<file path="config.mk">
export PLATFORM = sky130hd
export DESIGN_NAME = cmr_core
export DESIGN_NICKNAME = d
export VERILOG_FILES = /design/src/hdl/cmr_pkg.sv /design/src/hdl/cmr_mem.sv /design/src/hdl/cmr_stack.sv /design/src/hdl/cmr_core.sv
export SDC_FILE = /design/constraint.sdc
export NUM_CORES = 2
export LEC_CHECK = 0
export BUFFER_PORTS_ARGS = -buffer_cell sky130_fd_sc_hd__buf_2
export CAP_MARGIN = 20
export CORE_MARGIN = 2
export CORE_UTILIZATION = 40
export CTS_CLUSTER_DIAMETER = 200
export DETAILED_ROUTE_END_ITERATION = 8
export PLACE_DENSITY = 0.56
export SLEW_MARGIN = 20
export SYNTH_ARGS = -nofsm -noshare
export SYNTH_HDL_FRONTEND = slang
export SYNTH_SLANG_ARGS = --single-unit
export TNS_END_PERCENT = 30
</file>
<file path="constraint.sdc">
create_clock -name pclk -period 2.3 [get_ports pclk]
set_input_delay 0.575 -clock pclk [delete_from_list [all_inputs] [get_ports pclk]]
set_output_delay 0.575 -clock pclk [all_outputs]
set_load 0.03 [all_outputs]
</file>
<file path="src/hdl/cmr_pkg.sv">
// constants, opcode patterns and decode helpers for the move/return decoder
package cmr_pkg;
  localparam int unsigned INSTR_W = 14;
  localparam int unsigned DATA_W = 8;
  localparam int unsigned FILE_AW = 7;
  localparam int unsigned SPEC_AW = 6;
  localparam int unsigned DEPTH_W = 4;

  // apb register byte offsets
  localparam logic [7:0] OFF_CTRL = 8'h00;
  localparam logic [7:0] OFF_STATUS = 8'h04;
  localparam logic [7:0] OFF_PC = 8'h08;
  localparam logic [7:0] OFF_PUSH = 8'h0c;

  // field positions
  localparam int unsigned CTRL_RUN_BIT = 0;
  localparam int unsigned ST_WREG_LSB = 0;
  localparam int unsigned ST_ZERO_BIT = 8;
  localparam int unsigned ST_UNDER_BIT = 9;
  localparam int unsigned ST_UNSUP_BIT = 10;
  localparam int unsigned ST_RUN_BIT = 11;
  localparam int unsigned ST_DEPTH_LSB = 12;
  localparam int unsigned DEST_BIT = 7;

  // values after reset
  localparam logic RUN_RST = 1'b0;
  localparam logic [DATA_W-1:0] WREG_RST = 8'h00;
  localparam logic ZERO_RST = 1'b0;

  // opcode masks and patterns
  localparam logic [INSTR_W-1:0] MASK_OP6 = 14'h3f00;
  localparam logic [INSTR_W-1:0] MASK_OP7 = 14'h3f80;
  localparam logic [INSTR_W-1:0] MASK_OP8 = 14'h3fc0;
  localparam logic [INSTR_W-1:0] PAT_OR_WF = 14'h0400;
  localparam logic [INSTR_W-1:0] PAT_F2W = 14'h0800;
  localparam logic [INSTR_W-1:0] PAT_LIT = 14'h1900;
  localparam logic [INSTR_W-1:0] PAT_W2F = 14'h0080;
  localparam logic [INSTR_W-1:0] PAT_W2S = 14'h1e00;
  localparam logic [INSTR_W-1:0] PAT_S2W = 14'h1f00;
  localparam logic [INSTR_W-1:0] PAT_RET = 14'h0040;
  localparam logic [INSTR_W-1:0] PAT_NOP = 14'h0000;

  typedef enum {
    OP_NOP, OP_OR_WF, OP_F2W, OP_LIT, OP_W2F, OP_W2S, OP_S2W, OP_RET, OP_UNSUP
  } cmr_op_t;

  // one memory write request
  typedef struct packed {
    logic we;
    logic [FILE_AW-1:0] addr;
    logic [DATA_W-1:0] data;
  } cmr_wr_t;

  function automatic logic cmr_hit(input logic [INSTR_W-1:0] w,
                                   input logic [INSTR_W-1:0] m,
                                   input logic [INSTR_W-1:0] p);
    return (w & m) == p;
  endfunction

  function automatic cmr_op_t cmr_decode(input logic [INSTR_W-1:0] w);
    cmr_op_t op;
    op = OP_UNSUP;
    if (w == PAT_NOP) op = OP_NOP;
    else if (w == PAT_RET) op = OP_RET;
    else if (cmr_hit(w, MASK_OP6, PAT_OR_WF)) op = OP_OR_WF;
    else if (cmr_hit(w, MASK_OP7, PAT_F2W)) op = OP_F2W;
    else if (cmr_hit(w, MASK_OP6, PAT_LIT)) op = OP_LIT;
    else if (cmr_hit(w, MASK_OP7, PAT_W2F)) op = OP_W2F;
    else if (cmr_hit(w, MASK_OP8, PAT_W2S)) op = OP_W2S;
    else if (cmr_hit(w, MASK_OP8, PAT_S2W)) op = OP_S2W;
    return op;
  endfunction
endpackage

</file>
<file path="src/hdl/cmr_mem.sv">
// small register memory with registered read data
`timescale 1ns/100ps
`default_nettype none
module cmr_mem #(
  parameter int unsigned AW = 7,
  parameter int unsigned DW = 8
) (
  input wire logic pclk,
  input wire logic presetn,
  input wire logic we,
  input wire logic [AW-1:0] waddr,
  input wire logic [DW-1:0] wdata,
  input wire logic re,
  input wire logic [AW-1:0] raddr,
  output logic [DW-1:0] rdata
);
  typedef struct packed {
    logic [(1<<AW)-1:0][DW-1:0] mem;
    logic [DW-1:0] rdata;
  } cmr_mem_st_t;

  cmr_mem_st_t s_q, s_d;

  // read is not write-through; the core never reads and writes in one clock
  always_comb begin
    s_d = s_q;
    if (we) s_d.mem[waddr] = wdata;
    if (re) s_d.rdata = s_q.mem[raddr];
  end

  always_ff @(posedge pclk or negedge presetn) begin
    if (!presetn) s_q <= '0;
    else s_q <= s_d;
  end

  assign rdata = s_q.rdata;
endmodule
`default_nettype wire

</file>
<file path="src/hdl/cmr_stack.sv">
// hardware return stack, shift style, entry zero is the top
`timescale 1ns/100ps
`default_nettype none
module cmr_stack #(
  parameter int unsigned DEPTH = 8,
  parameter int unsigned W = 10,
  parameter int unsigned CW = 4
) (
  input wire logic pclk,
  input wire logic presetn,
  input wire logic push,
  input wire logic [W-1:0] push_data,
  input wire logic pop,
  output logic [W-1:0] top,
  output logic [CW-1:0] depth
);
  typedef struct packed {
    logic [DEPTH-1:0][W-1:0] ent;
    logic [CW-1:0] cnt;
  } cmr_stk_st_t;

  cmr_stk_st_t s_q, s_d;

  // pop then push in one clock replaces the top; a full push drops the oldest
  always_comb begin
    s_d = s_q;
    if (pop) begin
      for (int i = 0; i < DEPTH - 1; i++) s_d.ent[i] = s_q.ent[i+1];
      s_d.ent[DEPTH-1] = '0;
      if (s_q.cnt != '0) s_d.cnt = s_q.cnt - 1'b1;
    end
    if (push) begin
      for (int i = DEPTH - 1; i > 0; i--) s_d.ent[i] = s_d.ent[i-1];
      s_d.ent[0] = push_data;
      if (s_d.cnt != CW'(DEPTH)) s_d.cnt = s_d.cnt + 1'b1;
    end
  end

  always_ff @(posedge pclk or negedge presetn) begin
    if (!presetn) s_q <= '0;
    else s_q <= s_d;
  end

  assign top = s_q.ent[0];
  assign depth = s_q.cnt;
endmodule
`default_nettype wire

</file>
<file path="src/hdl/cmr_core.sv">
// move/or/return decode and execute core with an apb control port
//
// Operation
// - or working register with file, set zero
// - destination bit: 0 to wreg, 1 to file
// - file operand is 7-bit address, 00h to 7fh
// - copy file to wreg, flags kept
// - load 8-bit literal into wreg, flags kept
// - copy wreg into file, flags kept
// - copy wreg into special register 00h-3fh
// - copy special register into wreg, flags kept
// - return pops stack into program counter
// - return takes two instruction cycles
`timescale 1ns/100ps
`default_nettype none
module cmr_core
  import cmr_pkg::*;
#(
  parameter int unsigned PC_W = 10,
  parameter int unsigned STACK_DEPTH = 8
) (
  input wire logic pclk,
  input wire logic presetn,
  input wire logic psel,
  input wire logic penable,
  input wire logic pwrite,
  input wire logic [7:0] paddr,
  input wire logic [31:0] pwdata,
  output logic [31:0] prdata,
  output logic pready,
  output logic pslverr,
  output logic [PC_W-1:0] prog_addr,
  input wire logic [cmr_pkg::INSTR_W-1:0] prog_data,
  output logic [cmr_pkg::DATA_W-1:0] wreg,
  output logic zero_flag
);
  import cmr_pkg::*;

  typedef struct packed {
    logic run;
    logic phase;
    logic bubble;
    logic [INSTR_W-1:0] ir;
    logic [DATA_W-1:0] wreg;
    logic zero;
    logic under;
    logic unsup;
    logic [PC_W-1:0] pc;
    logic [31:0] prdata;
    logic pready;
    logic pslverr;
  } cmr_core_st_t;

  cmr_core_st_t s_q, s_d;
  cmr_op_t op;
  cmr_wr_t fwr;
  cmr_wr_t swr;
  logic stk_push;
  logic stk_pop;
  logic [PC_W-1:0] stk_top;
  logic [DEPTH_W-1:0] stk_depth;
  logic [DATA_W-1:0] file_rd;
  logic [DATA_W-1:0] spec_rd;
  logic [DATA_W-1:0] or_res;
  logic fetch;

  // operands are read while the word is fetched, used in the execute clock
  assign fetch = s_q.run && !s_q.phase;

  cmr_mem #(
    .AW(FILE_AW),
    .DW(DATA_W)
  ) u_file (
    .pclk(pclk),
    .presetn(presetn),
    .we(fwr.we),
    .waddr(fwr.addr),
    .wdata(fwr.data),
    .re(fetch),
    .raddr(prog_data[FILE_AW-1:0]),
    .rdata(file_rd)
  );

  cmr_mem #(
    .AW(SPEC_AW),
    .DW(DATA_W)
  ) u_spec (
    .pclk(pclk),
    .presetn(presetn),
    .we(swr.we),
    .waddr(swr.addr[SPEC_AW-1:0]),
    .wdata(swr.data),
    .re(fetch),
    .raddr(prog_data[SPEC_AW-1:0]),
    .rdata(spec_rd)
  );

  cmr_stack #(
    .DEPTH(STACK_DEPTH),
    .W(PC_W),
    .CW(DEPTH_W)
  ) u_stack (
    .pclk(pclk),
    .presetn(presetn),
    .push(stk_push),
    .push_data(pwdata[PC_W-1:0]),
    .pop(stk_pop),
    .top(stk_top),
    .depth(stk_depth)
  );

  // status word as software sees it
  function automatic logic [31:0] status_word(input cmr_core_st_t s,
                                               input logic [DEPTH_W-1:0] d);
    logic [31:0] r;
    r = '0;
    r[ST_WREG_LSB +: DATA_W] = s.wreg;
    r[ST_ZERO_BIT] = s.zero;
    r[ST_UNDER_BIT] = s.under;
    r[ST_UNSUP_BIT] = s.unsup;
    r[ST_RUN_BIT] = s.run;
    r[ST_DEPTH_LSB +: DEPTH_W] = d;
    return r;
  endfunction

  assign op = cmr_decode(s_q.ir);
  assign or_res = s_q.wreg | file_rd;

  always_comb begin
    s_d = s_q;
    fwr = '0;
    swr = '0;
    stk_push = 1'b0;
    stk_pop = 1'b0;
    s_d.pready = 1'b1;
    // setup phase: latch read data and error so the access phase has no wait
    if (psel && !penable) begin
      s_d.pslverr = 1'b0;
      s_d.prdata = '0;
      if (paddr == OFF_CTRL) begin
        s_d.prdata[CTRL_RUN_BIT] = s_q.run;
      end else if (paddr == OFF_STATUS) begin
        s_d.prdata = status_word(s_q, stk_depth);
      end else if (paddr == OFF_PC) begin
        s_d.prdata[PC_W-1:0] = s_q.pc;
      end else if (paddr == OFF_PUSH) begin
        s_d.prdata = '0;
      end else begin
        s_d.pslverr = 1'b1;
      end
    end
    // access phase writes; sticky bits are cleared here and may be set again below
    if (psel && penable && pwrite) begin
      if (paddr == OFF_CTRL) begin
        s_d.run = pwdata[CTRL_RUN_BIT];
      end else if (paddr == OFF_STATUS) begin
        if (pwdata[ST_UNDER_BIT]) s_d.under = 1'b0;
        if (pwdata[ST_UNSUP_BIT]) s_d.unsup = 1'b0;
      end else if (paddr == OFF_PC) begin
        // loading the counter while running would tear an instruction
        if (!s_q.run) s_d.pc = pwdata[PC_W-1:0];
      end else if (paddr == OFF_PUSH) begin
        stk_push = 1'b1;
      end
    end
    // two clocks per instruction cycle: fetch, then execute
    if (s_q.run) begin
      if (!s_q.phase) begin
        s_d.ir = prog_data;
        s_d.phase = 1'b1;
      end else begin
        s_d.phase = 1'b0;
        s_d.pc = s_q.pc + 1'b1;
        if (s_q.bubble) begin
          // second cycle of the return: the fetched word is discarded
          stk_pop = 1'b1;
          s_d.pc = stk_top;
          s_d.bubble = 1'b0;
          if (stk_depth == '0) s_d.under = 1'b1;
        end else begin
          case (op)
            OP_OR_WF: begin
              s_d.zero = (or_res == '0);
              if (s_q.ir[DEST_BIT]) begin
                fwr.we = 1'b1;
                fwr.addr = s_q.ir[FILE_AW-1:0];
                fwr.data = or_res;
              end else begin
                s_d.wreg = or_res;
              end
            end
            OP_F2W: begin
              s_d.wreg = file_rd;
            end
            OP_LIT: begin
              s_d.wreg = s_q.ir[DATA_W-1:0];
            end
            OP_W2F: begin
              fwr.we = 1'b1;
              fwr.addr = s_q.ir[FILE_AW-1:0];
              fwr.data = s_q.wreg;
            end
            OP_W2S: begin
              swr.we = 1'b1;
              swr.addr = FILE_AW'(s_q.ir[SPEC_AW-1:0]);
              swr.data = s_q.wreg;
            end
            OP_S2W: begin
              s_d.wreg = spec_rd;
            end
            OP_RET: begin
              // hold the counter; the jump happens in the next cycle
              s_d.pc = s_q.pc;
              s_d.bubble = 1'b1;
            end
            OP_NOP: begin
              s_d.bubble = 1'b0;
            end
            default: begin
              // unsupported words retire as no-operations and are flagged
              s_d.unsup = 1'b1;
            end
          endcase
        end
      end
    end
  end

  always_ff @(posedge pclk or negedge presetn) begin
    if (!presetn) begin
      s_q <= '0;
      s_q.run <= RUN_RST;
      s_q.wreg <= WREG_RST;
      s_q.zero <= ZERO_RST;
    end else begin
      s_q <= s_d;
    end
  end

  // outputs straight from state flops
  assign prdata = s_q.prdata;
  assign pready = s_q.pready;
  assign pslverr = s_q.pslverr;
  assign prog_addr = s_q.pc;
  assign wreg = s_q.wreg;
  assign zero_flag = s_q.zero;
endmodule
`default_nettype wire

</file>
==> impl_metrics.ini <==
[setup_path]
cp-end-kind = register
crit_fanout = 9
worstSetupPathType = register to register
path_common_cell = buf_12
worst_path_max_delay_cell = or4_4
path_buf_inv = 3
cpPeakStageDelay_ns = 0.47
path_cells = nand3b_1, or4_4, nor3_4, buf_12, buf_12, nand2_8, nor2_4, buf_12, mux2_2
required_ns = 3.00
start_kind = register
crit_start = s_q[68]
cp_top_family = simple AND/OR/NAND/NOR gates
reg2reg_from = s_q[68]
cp.arrival_ns = 3.31

[pwr]
clkPwrFrac = 0.472
powerDensity_nw_per_um2 = 697
leakage_nw = 42.5
p_switching_mw = 16.1
power_frac_comb = 0.069
power.share.sequential = 0.459
irDropWorstVdd_mv = 0.631
p_int_mw = 49.8
swShare = 0.245

[timing]
tightest_slew_ns = 1.03
grt_setup_unrepaired = yes
relSlewSlack = 0.310
hold_viol = 0
final_max_slew_viol_count = 0
finalWorstSetupSlack_ns = -0.316
setup_violations = 1005
clock_skew_ns = 0.0487
fin_crit_ns = 2.62
fmax_ghz = 0.382
fin_crit_sh = 1.14

[logic_synthesis]
yosysWarnings = 0
syn-cell-area_um2 = 76200
yosys.area.top_type_share = 0.556
synth.avg_cell_area_um2 = 12.2
synth_top_area_cell = dfrtp_1
synth_area_leaders = dfrtp_1 (56%), mux4_2 (12%), mux2_2 (8.7%)
ys_async_sr_fraction = 1.00
synth_edf_count = 0
netlist_instances = 6244
synth_cell_type_count = 70
ys.flop_type = dfrtp_1
ys_seq_area_frac = 0.556
ys_ff_latch = 1692

[drt]
firstDrtPassIters = 9
vias_per_cell = 5.53
drt-total-wl_um = 230000
drt_iter0_markers = 4540
vias = 52311
remaining_drc_errors = 4
avgRoutedWirePerCell_um = 24.3
route.antenna.remaining_nets = 0

[floorplan]
dieArea_um2 = 194000
die_w_um = 440
row_count = 160
io-pin-count = 112
fp.dieH_um = 440
coreArea_um2 = 190000
start_util = 0.402

[final_layout]
fin_cells = 9453
n_fill_cell = 16315
regArea_um2 = 42300
layout_common_cells = dfrtp_1 (1691), nand2_1 (1158), o21ai_0 (834)
nNetsFinal = 6847
multiInputGateArea_um2 = 32800
syn2layout_area_growth_pct = 24.2
drive_gt1_frac = 0.337
final_common_cell = dfrtp_1

[status]
outcome = finished, violations left
violations = DRC, setup timing

[cts]
root_buffer = clkbuf_16
insertion_delay_ns = 0.85
cts_made_buffers = 186
h-tree-depth = 4
cts_tree = yes
clk_pin_slew_ns = 0.06
numClockSinks = 1692
clock_path_buffers = 3

[min_path]
hp-start = prog_data[8]
worstHoldPathType = input pin to register

[grt]
grt_pass1_vias = 53466
grt_use_total = 0.241
grt_pass1_wl_um = 354000
globalRouteOverflowTotal = 0
antenna_found_initial = 3
grt_max_degree = 89

[place]
pre_cts_ws_ns = -1.04
place_inst = 9075
hpwl_um = 158000
place_congestion = 0.868
io_buffers = 74

[run]
max_cap_violations = 0
## area by class of cell
type / count / area share
flip-flops and latches: 1692 / 0.448
multi-input cells: 4030 / 0.346
diodes: 2 / 0.0000529
inverters: 14 / 0.000556
clock buffers: 273 / 0.0578
clock inverters: 71 / 0.0102
repair buffers: 860 / 0.104
well taps: 2511 / 0.0332
## final timing paths
kind | end | slack (ns) | depth (start not counted)
setup / recovery | u_spec.s_q[341] | -0.32 | 9
hold reg to reg | prdata[8] | 0.47 | 2
max in group asynchronous | u_file.s_q[524] | 1.03 | 4
min in group asynchronous | pready | 0.19 | 2
hold / removal | s_q[63] | 0.05 | 3
setup reg to reg | u_spec.s_q[341] | -0.32 | 9
## through the flow
step	hold slack (ns)	instance area, um^2	setup TNS, ns	power [mW]	utilization
after detailed placement	0.438	86700	-179.05	35.2	0.458
final	0.0534	94600	-168.97	65.9	0.499
after global placement	0.439	86700	-175.15	35.2	0.458
after floorplan	0.279	77000	-43.09	32.6	-
after global routing	0.0339	94600	-244.70	68.0	0.499
after CTS	0.00416	94300	-173.00	66.5	0.497
## power groups by stage
stage | registers [mW] | clock network, mW | logic, mW
floorplan | 30.6 | 0 | 1.93
global placement | 30.8 | 0 | 4.44
detailed placement | 30.8 | 0 | 4.48
CTS | 30.2 | 31.7 | 4.55
global route | 30.2 | 32.9 | 4.84
finish | 30.2 | 31.1 | 4.54
## synthesized netlist by cell type, drive strengths merged (6+ instances only)
cell type and n:
a221oi 21, nand2b 16, a31oi 12, nand3b 7, o31ai 8, and3 6
buf 149, o22ai 71, a221o 8, mux4 402, nor3 16, mux2 679
nand2 1178, nand4 14, o2111ai 15, nor4 9, a21oi 51, mux2i 102
or2 10, inv 13, nor2b 19, nor2 236, o211ai 7, a211oi 12
nand3 54, and2 29, nor3b 6, a222oi 7, dfrtp 1692, a22oi 21
a22o 19, o21ai 922, clkbuf 374, xor2 7
## tightest hold or removal path, cell delays in order
cell     delay (ns)
buf_2          0.13
nand2_1        0.06
o21ai_0        0.08
## routing by layer
| metal | up-vias | wire length (um) | track usage |
|---|---|---|---|
| li1 | 23351 | - | - |
| met1 | 27199 | 105000 | 0.347 |
| met4 | 0 | 7960 | 0.0847 |
| met2 | 1385 | 105000 | 0.374 |
| met3 | 376 | 11800 | 0.0358 |
| met5 | - | 0 | 0 |
## cell families (layout without fill, tap and decap cells)
| group | after synthesis | in the layout | synth area share |
|---|---|---|---|
| flops | 1692 | 1692 | 0.556 |
| simple gates | 1621 | 1621 | 0.0926 |
| compound gates | 1193 | 1193 | 0.0860 |
| mux | 1183 | 1183 | 0.233 |
| buf+inv | 537 | 1218 | 0.0305 |
| xor+xnor | 12 | 12 | 0.00138 |
| fa+ha+maj | 4 | 4 | 0.000657 |
| other cells | 2 | 19 | 0.0000986 |
## timing repair
action                                 4_1_cts  5_1_grt
gates cloned                                 6        1
gates resized for setup                    165       79
setup endpoints to repair                 1122     1496
pin swaps                                   15       15
setup buffers                               14        2
hold buffers                                11        0
endpoints found under the hold margin      295        0
## registers in the layout (all words and copies together) (netlist names), 10 cells and up
| signal | cells |
|---|---|
| s_q | 19 |
| u_stack.s_q | 70 |
| prog_addr | 10 |
| u_spec.s_q | 512 |
| prdata | 16 |
| u_stack.top | 10 |
| u_file.s_q | 1024 |
Note: power is estimated with default switching activity, not from simulation.
